--- src/common/panel_pkg.sv ---
// Constants and types for the front-panel trim and bus address controller
package panel_pkg;
    localparam int unsigned CHANNELS = 2;
    localparam logic [7:0] TRIM_MIN = 8'h37;        // 55
    localparam logic [7:0] TRIM_MAX = 8'hFF;        // 255
    localparam logic [7:0] TRIM_MID = 8'h9B;        // Neutral value after calibration
    localparam logic [4:0] ADDR_DEFAULT = 5'h01;
    localparam logic [4:0] ADDR_MAX = 5'h1F;
    localparam logic [4:0] ADDR_DETACH = 5'h1F;
    localparam logic [7:0] LF_BYTE = 8'h0A;
    localparam logic [4:0] TALK_BASE = 5'h00;       // Talk group offset (address bits)
    localparam logic [1:0] LISTEN_GROUP = 2'b01;    // Bits 6:5 of a listen address
    localparam logic [1:0] TALK_GROUP = 2'b10;      // Bits 6:5 of a talk address
    typedef enum logic [2:0] {
        MODE_NORMAL,
        MODE_OFFSET,
        MODE_GAIN,
        MODE_ADDRESS
    } mode_t;
endpackage : panel_pkg

--- src/hw/panel_trim_and_bus_address.sv ---
// Front-panel trim modes, bus address setting and message terminator logic
//
// Function
// - Coupling plus down key enters offset trim and shows offset (55..255).
// - In offset trim, up/down keys step that channel's offset.
// - Repeating the entry key pair leaves either trim mode.
// - Coupling plus up key enters gain trim and shows gain (55..255).
// - In gain trim, up/down keys step that channel's gain.
// - Manual trimming makes the channel's scale lamp flash as uncalibrated.
// - Self-calibration clears manual trims and the uncalibrated flag.
// - First coupling plus second down key enters address mode, shows address.
// - First channel keys change pending address; repeat pair commits it.
// - Bus address is 1 after reset.
// - Bus address is limited to 0 through 31.
// - Address 31 detaches from the bus: no addressing, no transfers.
// - Received line feed with EOI ends an incoming message.
// - Outgoing message ends with line feed sent with EOI asserted.
// - Own talk address under ATN makes talker, own listen makes listener.
`timescale 1ns/1ps
`default_nettype none
module panel_trim_and_bus_address
    import panel_pkg::*;
(
    input wire logic i_core_clk,
    input wire logic i_rst_n,
    input wire logic [1:0] i_coupling_key,
    input wire logic [1:0] i_range_up_key,
    input wire logic [1:0] i_range_down_key,
    input wire logic i_self_cal,
    input wire logic i_blink_tick,
    input wire logic [7:0] i_bus_data,
    input wire logic i_bus_byte_valid,
    input wire logic i_bus_atn,
    input wire logic i_bus_eoi,
    input wire logic [7:0] i_tx_data,
    input wire logic i_tx_valid,
    input wire logic i_tx_last,
    output logic [7:0] o_first_indicator,
    output logic [7:0] o_second_indicator,
    output logic [1:0] o_volts_per_div_lamp,
    output logic [1:0] o_millivolts_per_div_lamp,
    output logic [1:0] o_range_is_mv,
    output logic [1:0] o_trim_mode_offset,
    output logic [1:0] o_trim_mode_gain,
    output logic o_address_mode,
    output logic [4:0] o_bus_address,
    output logic [7:0] o_offset0,
    output logic [7:0] o_offset1,
    output logic [7:0] o_gain0,
    output logic [7:0] o_gain1,
    output logic o_talker,
    output logic o_listener,
    output logic o_msg_end,
    output logic [7:0] o_tx_byte,
    output logic o_tx_byte_valid,
    output logic o_tx_eoi,
    output logic o_tx_ready
);

    // ****************************************************************
    // State
    // ****************************************************************
    typedef struct packed {
        logic [1:0][1:0] cpl_sync;
        logic [1:0][1:0] up_sync;
        logic [1:0][1:0] dn_sync;
        logic [1:0] cpl_q;
        logic [1:0] up_q;
        logic [1:0] dn_q;
        logic [1:0] cal_sync;
        logic cal_q;
        logic [1:0][2:0] mode;
        logic addr_mode;
        logic [1:0][7:0] offset;
        logic [1:0][7:0] gain;
        logic [1:0] uncal;
        logic blink;
        logic [4:0] address;
        logic [4:0] pending;
        logic talker;
        logic listener;
        logic msg_end;
        logic [7:0] tx_byte;
        logic tx_valid;
        logic tx_eoi;
    } state_t;

    state_t st;
    state_t next_st;

    function automatic logic [7:0] step_trim(input logic [7:0] v,
                                             input logic up, input logic dn);
        step_trim = v;
        if (up && !dn && v != TRIM_MAX) begin
            step_trim = v + 8'h01;
        end else if (dn && !up && v != TRIM_MIN) begin
            step_trim = v - 8'h01;
        end
    endfunction : step_trim

    logic [1:0] cpl;
    logic [1:0] up;
    logic [1:0] dn;
    logic [1:0] cpl_rise;
    logic [1:0] up_rise;
    logic [1:0] dn_rise;
    logic cal_rise;
    logic detached;

    always_comb begin
        for (int c = 0; c < CHANNELS; c++) begin
            cpl[c] = st.cpl_sync[c][1];
            up[c] = st.up_sync[c][1];
            dn[c] = st.dn_sync[c][1];
        end
        cpl_rise = cpl & ~st.cpl_q;
        up_rise = up & ~st.up_q;
        dn_rise = dn & ~st.dn_q;
        cal_rise = st.cal_sync[1] & ~st.cal_q;
        detached = (st.address == ADDR_DETACH);
    end

    // ****************************************************************
    // Next state
    // ****************************************************************
    always_comb begin
        logic chord_addr;
        logic [1:0] chord_off;
        logic [1:0] chord_gain;
        logic [6:0] cmd;
        chord_addr = 1'b0;
        chord_off = 2'b00;
        chord_gain = 2'b00;
        cmd = 7'h00;
        next_st = st;
        for (int c = 0; c < CHANNELS; c++) begin
            next_st.cpl_sync[c] = {st.cpl_sync[c][0], i_coupling_key[c]};
            next_st.up_sync[c] = {st.up_sync[c][0], i_range_up_key[c]};
            next_st.dn_sync[c] = {st.dn_sync[c][0], i_range_down_key[c]};
        end
        next_st.cal_sync = {st.cal_sync[0], i_self_cal};
        next_st.cpl_q = cpl;
        next_st.up_q = up;
        next_st.dn_q = dn;
        next_st.cal_q = st.cal_sync[1];
        if (i_blink_tick) begin
            next_st.blink = ~st.blink;
        end
        // Chord completes when the last of its two keys goes down
        chord_addr = cpl[0] && dn[1] && (cpl_rise[0] || dn_rise[1]);
        for (int c = 0; c < CHANNELS; c++) begin
            chord_off[c] = cpl[c] && dn[c] && (cpl_rise[c] || dn_rise[c]);
            chord_gain[c] = cpl[c] && up[c] && (cpl_rise[c] || up_rise[c]);
        end
        if (st.addr_mode) begin
            next_st.pending = st.pending;
            if (up_rise[0] && st.pending != ADDR_MAX) begin
                next_st.pending = st.pending + 5'h01;
            end else if (dn_rise[0] && !cpl[0] && st.pending != 5'h00) begin
                next_st.pending = st.pending - 5'h01;
            end
            if (chord_addr) begin
                next_st.address = st.pending;
                next_st.addr_mode = 1'b0;
            end
        end else if (chord_addr && st.mode[0] == 3'(MODE_NORMAL)
                     && st.mode[1] == 3'(MODE_NORMAL)) begin
            next_st.addr_mode = 1'b1;
            next_st.pending = st.address;
        end else begin
            for (int c = 0; c < CHANNELS; c++) begin
                case (mode_t'(st.mode[c]))
                    MODE_NORMAL: begin
                        if (chord_off[c]) begin
                            next_st.mode[c] = 3'(MODE_OFFSET);
                        end else if (chord_gain[c]) begin
                            next_st.mode[c] = 3'(MODE_GAIN);
                        end
                    end
                    MODE_OFFSET: begin
                        if (chord_off[c]) begin
                            next_st.mode[c] = 3'(MODE_NORMAL);
                        end else if (!cpl[c]
                                     && (up_rise[c] || dn_rise[c])) begin
                            next_st.offset[c] = step_trim(st.offset[c],
                                up_rise[c], dn_rise[c]);
                            next_st.uncal[c] = 1'b1;
                        end
                    end
                    MODE_GAIN: begin
                        if (chord_gain[c]) begin
                            next_st.mode[c] = 3'(MODE_NORMAL);
                        end else if (!cpl[c]
                                     && (up_rise[c] || dn_rise[c])) begin
                            next_st.gain[c] = step_trim(st.gain[c],
                                up_rise[c], dn_rise[c]);
                            next_st.uncal[c] = 1'b1;
                        end
                    end
                    default: begin
                        next_st.mode[c] = 3'(MODE_NORMAL);
                    end
                endcase
            end
        end
        if (cal_rise) begin
            next_st.offset = {TRIM_MID, TRIM_MID};
            next_st.gain = {TRIM_MID, TRIM_MID};
            next_st.uncal = 2'b00;
        end
        // Bus side: addressing under ATN, terminator detection
        cmd = i_bus_data[6:0];
        next_st.msg_end = 1'b0;
        if (detached) begin
            next_st.talker = 1'b0;
            next_st.listener = 1'b0;
        end else if (i_bus_byte_valid && i_bus_atn) begin
            if (cmd[6:5] == TALK_GROUP) begin
                next_st.talker = (cmd[4:0] == st.address);
            end else if (cmd[6:5] == LISTEN_GROUP
                         && cmd[4:0] == st.address) begin
                next_st.listener = 1'b1;
            end
        end else if (i_bus_byte_valid && st.listener) begin
            next_st.msg_end = (i_bus_data == LF_BYTE) && i_bus_eoi;
        end
        // Transmit only as talker with ATN released
        next_st.tx_valid = 1'b0;
        next_st.tx_eoi = 1'b0;
        if (i_tx_valid && st.talker && !i_bus_atn && !detached) begin
            next_st.tx_valid = 1'b1;
            next_st.tx_byte = i_tx_last ? LF_BYTE : i_tx_data;
            next_st.tx_eoi = i_tx_last;
        end
    end

    // ****************************************************************
    // Registers
    // ****************************************************************
    always_ff @(posedge i_core_clk or negedge i_rst_n) begin
        if (!i_rst_n) begin
            st <= '0;
            st.offset <= {TRIM_MID, TRIM_MID};
            st.gain <= {TRIM_MID, TRIM_MID};
            st.address <= ADDR_DEFAULT;
            st.pending <= ADDR_DEFAULT;
        end else begin
            st <= next_st;
        end
    end

    // ****************************************************************
    // Outputs
    // ****************************************************************
    always_comb begin
        o_first_indicator = 8'h00;
        o_second_indicator = 8'h00;
        if (st.addr_mode) begin
            o_first_indicator = {3'b000, st.pending};
        end else begin
            if (st.mode[0] == MODE_OFFSET) o_first_indicator = st.offset[0];
            if (st.mode[0] == MODE_GAIN) o_first_indicator = st.gain[0];
            if (st.mode[1] == MODE_OFFSET) o_second_indicator = st.offset[1];
            if (st.mode[1] == MODE_GAIN) o_second_indicator = st.gain[1];
        end
        for (int c = 0; c < CHANNELS; c++) begin
            o_trim_mode_offset[c] = (st.mode[c] == 3'(MODE_OFFSET));
            o_trim_mode_gain[c] = (st.mode[c] == 3'(MODE_GAIN));
        end
    end

    // Volts/div lamp blinks while uncalibrated; range is held at volts and the mV/div lamp stays off
    assign o_range_is_mv = 2'b00;
    assign o_volts_per_div_lamp = st.uncal & {2{st.blink}};
    assign o_millivolts_per_div_lamp = 2'b00;
    assign o_address_mode = st.addr_mode;
    assign o_bus_address = st.address;
    assign o_offset0 = st.offset[0];
    assign o_offset1 = st.offset[1];
    assign o_gain0 = st.gain[0];
    assign o_gain1 = st.gain[1];
    assign o_talker = st.talker;
    assign o_listener = st.listener;
    assign o_msg_end = st.msg_end;
    assign o_tx_byte = st.tx_byte;
    assign o_tx_byte_valid = st.tx_valid;
    assign o_tx_eoi = st.tx_eoi;
    assign o_tx_ready = st.talker && !i_bus_atn && !detached;

endmodule : panel_trim_and_bus_address
`default_nettype wire

--- config.mk ---
export PLATFORM = sky130hd
export DESIGN_NAME = panel_trim_and_bus_address
export DESIGN_NICKNAME = d
export VERILOG_FILES = /design/src/common/panel_pkg.sv /design/src/hw/panel_trim_and_bus_address.sv
export SDC_FILE = /design/constraint.sdc
export NUM_CORES = 1
export LEC_CHECK = 0
export BUFFER_PORTS_ARGS = -buffer_cell sky130_fd_sc_hd__buf_4
export CELL_PAD_IN_SITES_DETAIL_PLACEMENT = 2
export CELL_PAD_IN_SITES_GLOBAL_PLACEMENT = 2
export CORE_AREA = 2 2 138 140
export CTS_BUF_LIST = sky130_fd_sc_hd__clkbuf_16
export DETAILED_ROUTE_END_ITERATION = 8
export DIE_AREA = 0 0 140 142
export HOLD_SLACK_MARGIN = 0.12
export PLACE_DENSITY_LB_ADDON = 0.1
export SYNTH_ARGS = -nofsm -noshare
export SYNTH_HDL_FRONTEND = slang
export SYNTH_SLANG_ARGS = --single-unit
export TNS_END_PERCENT = 30
--- constraint.sdc ---
create_clock -name i_core_clk -period 3.15 [get_ports i_core_clk]
set_input_delay 0 -clock i_core_clk [delete_from_list [all_inputs] [get_ports i_core_clk]]
set_output_delay 0 -clock i_core_clk [all_outputs]
set_load 0.01 [all_outputs]
# After elaboration in Yosys (flattened, before gate mapping)
# Index checks and enable logic that the tools add are counted.
dict set report word_totals {
  out_inout_bits 78
  reg_bits 86
  input_bits 31
}
dict set report classes {
  n_bitwise 12
  add_sub_neg 10
  muxes 64
  reduce_logical 84
  eq_ne 36
}
# op count
set ops {}
lappend ops {{8-bit 2-to-1 mux} 27}
lappend ops {{34-bit 2-to-1 mux} 3}
lappend ops {{1-bit logical AND} 38}
lappend ops {{8-bit by 1-bit adder with 8-bit output (second input constant)} 4}
lappend ops {{8-bit by 6-bit != test with 1-bit output (second input constant)} 4}
lappend ops {{8-bit != test (second input constant)} 4}
lappend ops {{8-bit by 1-bit subtractor with 8-bit output (second input constant)} 4}
lappend ops {{3-bit 2-to-1 mux} 8}
lappend ops {{6-bit AND reduction} 4}
lappend ops {{5-bit 2-to-1 mux} 4}
lappend ops {{5-bit AND reduction} 4}
lappend ops {{2-bit nonzero test} 10}
lappend ops {{3-bit != test (second input constant)} 6}
lappend ops {{3-bit one-hot mux with 3 select lines} 2}
lappend ops {{3-bit nonzero test} 6}
lappend ops {{1-bit 2-to-1 mux} 15}
lappend ops {{2-bit != test (second input constant)} 6}
lappend ops {{2-bit by 1-bit != test with 1-bit output (second input constant)} 5}
lappend ops {{2-bit AND} 4}
lappend ops {{8-bit by 4-bit equality test with 1-bit output (second input constant)} 1}
lappend ops {{1-bit logical NOT} 8}
lappend ops {{1-bit logical OR} 7}
lappend ops {{3-bit by 1-bit equality test with 1-bit output (second input constant)} 2}
lappend ops {{3-bit by 2-bit equality test with 1-bit output (second input constant)} 2}
lappend ops {{17 further kinds} 28}

# Logic depth before layout (Yosys ltp)
# Gate-level depths: netlist of the first run.
dict set report depth {
  depth_word 13
  mapped_depth 11
  ltp_nobuf 11
}

# Least setup slack after synthesis of the first run
# OpenSTA, ideal clock, no wires.
dict set report synth_timing {
  kind {register -> register}
  start {reg st (netlist bit o_offset0[0])}
  end {reg st (netlist bit o_offset0[7])}
  path_buffers 0
  setup_ns 0.079
  setup_slack_ns 0.114
  arrival_ns 2.957
  path_stages_with_launch 11
  period_less_slack_ns 3.036
  cell_sequence {dfstp_2 > and3_1 > nand3_1 > o31ai_1 > ha_1 > a211oi_1 > a21oi_1 > o41ai_2 > xnor2_1 > and3_1 > o21ai_0}
}
dict set report synth_between {
  elab_chain_len 9
  elab_cells_between_ends 16
  cone_classes {add/sub (2); eq/ne (2); mux (8); reduce/logical (4)}
}
# item line
set synth_rtl {}
lappend synth_rtl {{start, declared} panel_trim_and_bus_address.sv:88} ;# state_t st;
lappend synth_rtl {{start signal, assigned} panel_trim_and_bus_address.sv:248} ;# st <= next_st;
lappend synth_rtl {{8-bit by 1-bit subtractor with 8-bit output / 8-bit != test (equally long branches)} {panel_trim_and_bus_address.sv:97, panel_trim_and_bus_address.sv:94}}
lappend synth_rtl {{8-bit 2-to-1 mux / 1-bit logical AND (equally long branches)} {panel_trim_and_bus_address.sv:96, panel_trim_and_bus_address.sv:94}}
lappend synth_rtl {{8-bit 2-to-1 mux} panel_trim_and_bus_address.sv:94} ;# if (up && !dn && v != TRIM_MAX) begin
lappend synth_rtl {{8-bit 2-to-1 mux} panel_trim_and_bus_address.sv:183} ;# end else if (!cpl[c]
lappend synth_rtl {{8-bit 2-to-1 mux} panel_trim_and_bus_address.sv:181} ;# if (chord_off[c]) begin
lappend synth_rtl {{8-bit 2-to-1 mux} panel_trim_and_bus_address.sv:172} ;# case (mode_t'(st.mode[c]))
lappend synth_rtl {{34-bit 2-to-1 mux} panel_trim_and_bus_address.sv:166} ;# end else if (chord_addr && st.mode[0] == 3'(MODE_NORMAL)
lappend synth_rtl {{34-bit 2-to-1 mux} panel_trim_and_bus_address.sv:155} ;# if (st.addr_mode) begin
lappend synth_rtl {{34-bit 2-to-1 mux} panel_trim_and_bus_address.sv:206} ;# if (cal_rise) begin
# Several ways; a longest one is shown, not always the timed one. The select of a mux whose other input is x is not followed.
# A chain may end at the register's enable or synchronous reset.

# Worst setup path after layout of the first run
# Ends and elaborated chain as after synthesis.

==> results of run 1 <==
timing repair:
item / in CTS / in global routing
setup endpoints to repair: 0 / 3
hold endpoints to repair: 58 / 0
gates resized for setup: 0 / 2
hold buffers: 31 / 0
worst max-delay path, cell delays in order (launching register included):
cell,delay [ps]
dfstp_2,610
and3_1,180
nand3_1,120
o31ai_1,310
buf_4,240
ha_1,280
a211oi_1,220
a21oi_1,130
o41ai_2,340
xnor2_1,110
and3_1,180
o21ai_0,160
metrics by stage:
step	instance area [sq um]	utilization, %	hold WS, ps	std cells
after floorplan	5640	-	-295.6	625
after global placement	6415	34.76	111.2	916
after detailed placement	6415	34.76	111.1	916
after CTS	7017	38.02	136.4	963
after global routing	7022	38.05	184.6	963
final	7022	38.05	140.7	963
report_power, final:
part | total, uW | internal, uW | switching, uW
Sequential | 1580 | 1320 | 254
Combinational | 2170 | 987 | 1190
Clock | 1070 | 557 | 513
Total | 4820 | 2870 | 1950
placed cells by master, fill, tap and decap left out, types with 4 or more instances in the layout:
master	count
and2_1	5
o21ai_0	30
nor2_1	64
mux2i_1	21
a21oi_1	48
dfstp_2	22
xnor2_1	32
a21o_1	8
nand3_1	17
ha_1	36
dlygate4sd3_1	31
conb_1	4
xor2_1	10
inv_1	20
a211oi_1	12
nand2_1	80
dfrtp_1	62
and3_1	7
or3_1	4
nand2b_1	5
nor3_1	7
mux2_2	4
nor2b_1	4
fa_1	5
clkbuf_16	9
buf_4	124
area by class of cell:
cell class / instances / area [sq um] / share of cell area (%)
Multi-Input combinational cell: 454 / 2992 / 42.61
Sequential cell: 84 / 2130 / 30.33
Timing Repair Buffer: 155 / 1241 / 17.68
Tap cell: 234 / 292.8 / 4.170
Clock buffer: 9 / 225.2 / 3.207
Inverter: 20 / 75.07 / 1.069
Clock inverter: 7 / 66.31 / 0.9444
kinds of logic (layout without fill, tap and decap cells):
kind of cell | after synthesis | in the layout | share of synthesized area [%]
AOI/OAI and AO/OA | 129 | 129 | 14.71
xor gates and xnor gates | 42 | 42 | 6.535
adders and majority gates | 41 | 41 | 9.780
buffers and inverters | 87 | 191 | 9.313
DFF | 84 | 84 | 37.83
muxes | 25 | 25 | 4.534
other | 1 | 4 | 0.06662
and+or+nand+nor | 213 | 213 | 17.23
sequential cells by signal, indices dropped and copies added (netlist names):
| register | count |
|---|---|
| o_address_mode | 1 |
| o_tx_byte | 8 |
| next_st | 10 |
| o_talker | 1 |
| o_msg_end | 1 |
| o_gain1 | 8 |
| o_listener | 1 |
| dn | 2 |
| o_tx_byte_valid | 1 |
| o_gain0 | 8 |
| o_tx_eoi | 1 |
| st | 19 |
| o_offset0 | 8 |
| cpl | 2 |
| o_offset1 | 8 |
| o_bus_address | 5 |
layer usage:
layer	part of all wire [%]	vias up	GRT usage [%]
li1	-	2299	-
met1	47	2412	25.02
met2	47	84	30.72
met3	3.5	21	2.793
met4	2.2	0	6.645
met5	0	-	0
worst min path at each step:
stage	end	slack, ps
4_1_cts	o_talker	140
2_1_floorplan	cpl[0]	-300
3_5_place_dp	next_st[83]	110
3_3_place_gp	next_st[85]	110
6_report	o_talker	140
5_1_grt	o_talker	180
==> out/results.tsv, run 1 <==
stage	metric	value	unit
sta	slew_headroom	48.22	%
global_route	antenna_found_initial	0	
synthesis	ys_warn_count	0	
global_route	grt_pass1_vias	5363	
setup_path	r2r_cells	11	
placed_design	hpwl	13090	um
global_route	grt_max_degree	58	
sta	period_minus_slack	2951	ps
setup_path	start_kind	flip-flop	
sta	slew_viol_final	0	
sta	worst_slack	199.0	ps
clocking	cts_max_level	3	
clocking	cts_buffer_depth	2	
final_layout	fin_nets	796	
setup_path	cp_max_fo	8	
run_status	status	complete, but fails checks	
synthesis	synthArstFlopShare	100.0	%
run_status	violations	DRC	
global_route	overflow	0	
sta	clock.fmax	338.9	MHz
clocking	cts_num_sinks	84	
synthesis	ys.flop_type	dfrtp_1	
routing	num_vias	4816	
synthesis	synth_edf_count	0	
hold_path	worst_hold_startpoint	i_bus_data[1]	
synthesis	synth_top_area_cell	dfrtp_1	
setup_path	worstPathRequired	3430	ps
clocking	tritoncts	done	
routing	dr.pass1.iters	6	
run	drv_cap	0	
setup_path	crit_end	o_offset0[7]	
power	power	4820	uW
synthesis	synth_cell_types	59	
floorplan	pin_count	109	
synthesis	avgSynthCellArea	9.050	sq um
hold_path	hold_depth	6	
routing	drc	9	
placed_design	place.gp.congestion	0.8297	
synthesis	yosys_register_bits	84	
setup_path	reg2reg_from	o_offset0[0]	
synthesis	yosys.cell_count.top_type	nand2_1	
clocking	insertion_delay	360	ps
sta	rsz0062_at_grt	yes	
final_layout	drive_gt1_share	24.55	%
floorplan	die_width	140	um
clocking	path_clk_slew	70	ps
setup_path	cp-end-kind	flip-flop	
clocking	root_buffer	clkbuf_16	
power	ir_drop	0.3713	mV
clocking	cts_buffers	9	
routing	ant_nets	0	
final_layout	area_delta_synth_final	24.74	%
placed_design	pre_cts_ws	204.5	ps
routing	vias_per_cell	5.001	
floorplan	rows	50	
sta	hold_viol	0	
sta	fin_crit_sh	93.68	%
floorplan	start_util	30.50	%
global_route	grt_usage	18.61	%
hold_path	hp-class	in -> reg	
routing	routed_wl	17670	um
floorplan	core-area	0.01846	sq mm
synthesis	syn_area	0.005629	sq mm
synthesis	ys_top_cells_by_count	82 x nand2_1, 64 x nor2_1, 62 x dfrtp_1	
synthesis	yosysSeqAreaShare	37.83	%
power	powerDensity	686.4	mW/mm^2
setup_path	worstSetupStartpoint	o_offset0[0]	
sta	timing.clock.skew	11.78	ps
synthesis	synth_top_area_share	27.56	%
sta	worst_pin_slew	776.6	ps
setup_path	r2r_setup_slack	200	ps
placed_design	io_buffers	104	
floorplan	die_h	142	um
setup_path	path_class	reg -> reg	
global_route	grt_pass1_wl	29430	um
routing	drtIter0Drc	193	
power	leakagePower	0.003127	uW
synthesis	synth_area_leaders	dfrtp_1 28%, dfstp_2 10%, ha_1 8.0%	
clocking	post_cts_buffers	0	
synthesis	syn_inst	622	
sta	tns	0	ps
floorplan	dieArea	0.01988	sq mm
setup_path	r2r_end	o_offset0[7]	
routing	wl_per_cell	18.35	um
final_layout	antennaDiodeCount	0	
final_layout	nFillCells	2072	
setup_path	cp.arrival	3230	ps
sta	finalSetupViolCount	0	
No activity file was read; power rests on OpenSTA's default activity.
==> run 2, diff against run 1 <==
--- a/config.mk
+++ b/config.mk
@@ -14,6 +14,8 @@
 export DIE_AREA = 0 0 140 142
 export HOLD_SLACK_MARGIN = 0.12
 export PLACE_DENSITY_LB_ADDON = 0.1
+export REMOVE_ABC_BUFFERS = 1
+export SLEW_MARGIN = 15
 export SYNTH_ARGS = -nofsm -noshare
 export SYNTH_HDL_FRONTEND = slang
 export SYNTH_SLANG_ARGS = --single-unit
==> run 2 against run 1 <==
Against the previous run: core utilization up 0.30 points; the flow still finishes with violations (DRC); via count up 0.29%; sequential power about the same; largest power group unchanged; critical endpoint unchanged; first-iteration DRC count down 36%; clock skew down 2.0 ps; cell count up 0.31%; combinational power about the same; global-route usage down 0.095 points; clock power up 7%; register-to-register slack about the same; critical path depth up 1.
==> out/results.tsv, run 2 (synthesized netlist as in run 1, its figures left out) <==
stage	metric	value	unit
final_layout	fin_cells	966	
setup_path	start_kind	flip-flop	
floorplan	core-area	0.01846	sq mm
global_route	overflow	0	
routing	drc	7	
floorplan	die_width	140	um
sta	clock.fmax	339.5	MHz
sta	slew_viol_final	0	
setup_path	cp_cell_sequence	and3_1 > nand3_1 > o31ai_2 > buf_4 > ha_1 > a211oi_1 > a21oi_1 > o41ai_2 > buf_4 > xnor2_1 > and3_1 > o21ai_0	
setup_path	worstPathRequired	3420	ps
setup_path	cp-end-kind	flip-flop	
setup_path	path_class	reg -> reg	
floorplan	rows	50	
routing	num_vias	4830	
routing	vias_per_cell	5.000	
sta	fin_crit_sh	93.51	%
global_route	grt_max_degree	45	
final_layout	most-common-layout-cells	127 x buf_4, 80 x nand2_1, 64 x nor2_1	
final_layout	regMostFlops	st	
sta	finalSetupViolCount	0	
setup_path	cp_max_fo	8	
routing	ant_nets	0	
clocking	path_clk_slew	70	ps
final_layout	largest_reg_flops	19	
final_layout	area_delta_synth_final	25.72	%
sta	slew_headroom	44.59	%
sta	timing.clock.skew	9.786	ps
setup_path	cpPeakStageDelay	610	ps
setup_path	r2r_cells	12	
sta	hold_ws	130.6	ps
hold_path	hold_depth	6	
routing	drtIter0Drc	124	
routing	dr.pass1.iters	8	
run_status	status	complete, but fails checks	
power	powerDensity	692.4	mW/mm^2
final_layout	antennaDiodeCount	0	
clocking	cts_max_level	3	
placed_design	io_buffers	104	
setup_path	cp.arrival	3210	ps
global_route	grt_pass1_wl	29330	um
global_route	antenna_found_initial	0	
floorplan	start_util	30.50	%
clocking	tritoncts	done	
global_route	grt_pass1_vias	5472	
placed_design	dpl.cell_count	913	
placed_design	pre_cts_ws	83.55	ps
final_layout	finalCoreUtilization	38.35	%
final_layout	drive_gt1_share	25.27	%
routing	routed_wl	17720	um
power	ir_drop	0.3246	mV
final_layout	final_common_cell	buf_4	
hold_path	hp-class	in -> reg	
sta	worst_slack	204.4	ps
clocking	insertion_delay	350	ps
clocking	root_buffer	clkbuf_16	
sta	hold_viol	0	
floorplan	dieArea	0.01988	sq mm
clocking	cts_buffers	9	
placed_design	hpwl	12820	um
placed_design	place.gp.congestion	0.7881	
floorplan	die_h	142	um
global_route	grt_usage	18.52	%
routing	wl_per_cell	18.34	um
sta	period_minus_slack	2946	ps
clocking	cts_num_sinks	84	
sta	tns	0	ps
run	drv_cap	0	
final_layout	fin_nets	799	
setup_path	cp_slowest_cell	dfstp_2	
clocking	cts_buffer_depth	2	
power	leakagePower	0.003153	uW
floorplan	pin_count	109	
sta	worst_pin_slew	831.2	ps
sta	rsz0062_at_grt	yes	
run_status	violations	DRC	
run 2: what timing repair did:
action	CTS	global route
gates resized for setup	0	6
endpoints found under the setup margin	0	3
buffers inserted	0	6
hold buffers	31	0
endpoints found under the hold margin	62	0
run 2: power breakdown:
| group | total, uW | internal, uW | switching, uW |
|---|---|---|---|
| registers | 1590 | 1320 | 270 |
| clock network | 1140 | 629 | 511 |
| logic | 2170 | 988 | 1180 |
| total | 4900 | 2940 | 1960 |
run 2: final timing paths:
kind / start / end / slack [ps]
max in group asynchronous: i_rst_n / st[13] / 2110
hold / removal: i_bus_data[1] / o_listener / 130
min in group asynchronous: i_rst_n / st[23] / 210
setup / recovery: o_offset0[0] / o_offset0[7] / 200
setup reg to reg: o_offset0[0] / o_offset0[7] / 200
hold reg to reg: next_st[75] / dn[0] / 350
run 2: area by class of cell:
type / count / area (sq um)
Clock buffer: 9 / 225.2
Clock inverter: 7 / 80.08
Fill cell: 2055 / 11380
Inverter: 20 / 75.07
Multi-Input combinational cell: 454 / 3010
Sequential cell: 84 / 2130
Tap cell: 234 / 292.8
Timing Repair Buffer: 158 / 1264
run 2: critical path: cells and delay by family (launching register included):
family | cells | cell delay [ps]
flip-flops | 1 | 610
XOR/XNOR | 1 | 70
buffers and inverters | 2 | 390
AO/OA/AOI/OAI | 5 | 1060
AND/OR/NAND/NOR | 3 | 480
adder cells (fa/ha/maj) | 1 | 270
run 2: per-layer routing:
metal	up-vias	part of all wire, %	track usage, %
met5	-	0	0
met4	0	0.76	4.147
met3	8	2.3	2.793
met2	61	52	33.34
met1	2472	45	23.56
li1	2289	-	-
run 2: per-stage QoR:
stage / power [uW] / area [sq um]
floorplan: 2809 / 5191
global placement: 3662 / 6392
detailed placement: 3752 / 6392
CTS: 4963 / 7008
global route: 5286 / 7077
finish: 4900 / 7077
==> run 3, diff against run 2 <==
--- a/config.mk
+++ b/config.mk
@@ -14,6 +14,7 @@
 export DIE_AREA = 0 0 140 142
 export HOLD_SLACK_MARGIN = 0.12
 export PLACE_DENSITY_LB_ADDON = 0.1
+export RECOVER_POWER = 25
 export REMOVE_ABC_BUFFERS = 1
 export SLEW_MARGIN = 15
 export SYNTH_ARGS = -nofsm -noshare
==> run 3 against run 2 <==
Against the previous run: the run ends with DRC, capacitance limit, slew limit left; highest routed layer unchanged; via count about the same; flip-flop and latch count unchanged; first-iteration DRC count increased by 1.6%; sequential power about the same; register-to-register slack about the same; largest power group unchanged.
==> out/results.tsv, run 3 (synthesized netlist as in run 1, its figures left out) <==
stage	metric	value	unit
global_route	grtUsageMet1	23.56	%
run_status	status	complete, but fails checks	
final_layout	drive_gt1_share	25.00	%
sta	fin_crit_sh	93.51	%
setup_path	cp-end-kind	flip-flop	
sta	period_minus_slack	2946	ps
routing	drc	7	
global_route	antenna_found_initial	0	
floorplan	core-area	0.01846	sq mm
global_route	use_met2	33.34	%
routing	dr.pass1.iters	8	
setup_path	start_kind	flip-flop	
run	drv_cap	1	
routing	wl_per_cell	18.34	um
final_layout	largest_reg_flops	19	
placed_design	hpwl	12820	um
setup_path	cp.arrival	3210	ps
placed_design	place.gp.congestion	0.7881	
clocking	cts_buffer_depth	2	
sta	slew_viol_final	45	
placed_design	dpl.cell_count	913	
hold_path	hp-class	in -> reg	
global_route	grt_pass1_wl	29330	um
final_layout	regMostFlops	st	
global_route	grt-busiest-layer	met2	
clocking	cts_max_level	3	
floorplan	pin_count	109	
floorplan	die_width	140	um
clocking	root_buffer	clkbuf_16	
final_layout	fin_nets	799	
setup_path	cp_max_fo	8	
global_route	overflow	0	
sta	timing.clock.skew	10.02	ps
sta	worst_slack	204.5	ps
clocking	cts_num_sinks	84	
routing	num_vias	4833	
sta	slew_headroom	-75.07	%
sta	rsz0062_at_grt	yes	
sta	finalSetupViolCount	0	
routing	vias_per_cell	5.003	
final_layout	most-common-layout-cells	119 x buf_4, 80 x nand2_1, 64 x nor2_1	
sta	tns	0	ps
final_layout	fin_cells	966	
floorplan	die_h	142	um
placed_design	pre_cts_ws	83.55	ps
run_status	violations	DRC, capacitance limit, slew limit	
routing	drtIter0Drc	126	
routing	routed_wl	17720	um
final_layout	area_delta_synth_final	25.58	%
clocking	path_clk_slew	70	ps
final_layout	final_common_cell	buf_4	
global_route	grt_max_degree	45	
sta	clock.fmax	339.5	MHz
global_route	grt_pass1_vias	5472	
clocking	cts_buffers	9	
setup_path	r2r_setup_slack	200	ps
power	leakagePower	0.003144	uW
setup_path	path_class	reg -> reg	
sta	hold_viol	0	
power	ir_drop	0.3246	mV
final_layout	antennaDiodeCount	0	
power	powerDensity	693.0	mW/mm^2
routing	ant_nets	0	
global_route	grt_usage	18.52	%
floorplan	dieArea	0.01988	sq mm
clocking	tritoncts	done	
setup_path	worstPathRequired	3420	ps
clocking	insertion_delay	350	ps
global_route	use_met3	2.793	%
sta	worst_pin_slew	2626	ps
floorplan	start_util	30.50	%
power	power	4899	uW
floorplan	rows	50	
placed_design	io_buffers	104	
-- run 3: cell types whose count changed in the layout (fill, tap and decap cells not counted) --
cell      previous run  this run
buf_4              127       119
clkbuf_1             0         2
clkbuf_4             0         6
-- run 3: what timing repair did --
action	in CTS	in global routing
hold endpoints to repair	62	0
gates resized for setup	0	6
buffers inserted	0	6
setup endpoints to repair	0	3
hold buffers	31	0
-- run 3: per-stage QoR --
step	instance area (sq um)	utilization, %	hold slack (ps)
floorplan	5191	-	-295.6
global placement	6392	34.64	59.49
detailed placement	6392	34.64	63.77
CTS	7008	37.97	130.6
global route	7069	38.31	215.0
finish	7069	38.31	130.6
-- run 3: worst paths after layout --
path / to / from / cells past startpoint
setup reg to reg: o_offset0[7] / o_offset0[0] / 12
hold reg to reg: dn[0] / next_st[75] / 0
setup / recovery: o_offset0[7] / o_offset0[0] / 12
max in group asynchronous: st[13] / i_rst_n / 3
min in group asynchronous: st[23] / i_rst_n / 2
hold / removal: o_listener / i_bus_data[1] / 6
-- run 3: area by class of cell --
cell class | count | area (sq um)
Clock buffer | 9 | 225.2
Clock inverter | 7 | 80.08
Fill cell | 2054 | 11390
Inverter | 20 | 75.07
Multi-Input combinational cell | 454 | 3010
Sequential cell | 84 | 2130
Tap cell | 234 | 292.8
Timing Repair Buffer | 158 | 1256
-- run 3: critical path: stages (launching register included) --
cell	delay (ps)
dfstp_2	610
and3_1	170
nand3_1	120
o31ai_2	240
buf_4	210
ha_1	270
a211oi_1	220
a21oi_1	130
o41ai_2	310
buf_4	180
xnor2_1	70
and3_1	190
o21ai_0	160
-- run 3: routing by layer --
| layer | part of all wire (%) | wire (um) | vias to the layer above |
|---|---|---|---|
| met5 | 0 | 0 | - |
| met4 | 0.76 | 135 | 0 |
| met3 | 2.3 | 406 | 8 |
| met2 | 52 | 9209 | 61 |
| met1 | 45 | 7964 | 2475 |
| li1 | - | - | 2289 |
-- run 3: power breakdown --
part / internal, uW / switching (uW)
sequential: 1320 / 270
clock: 629 / 511
combinational: 987 / 1180
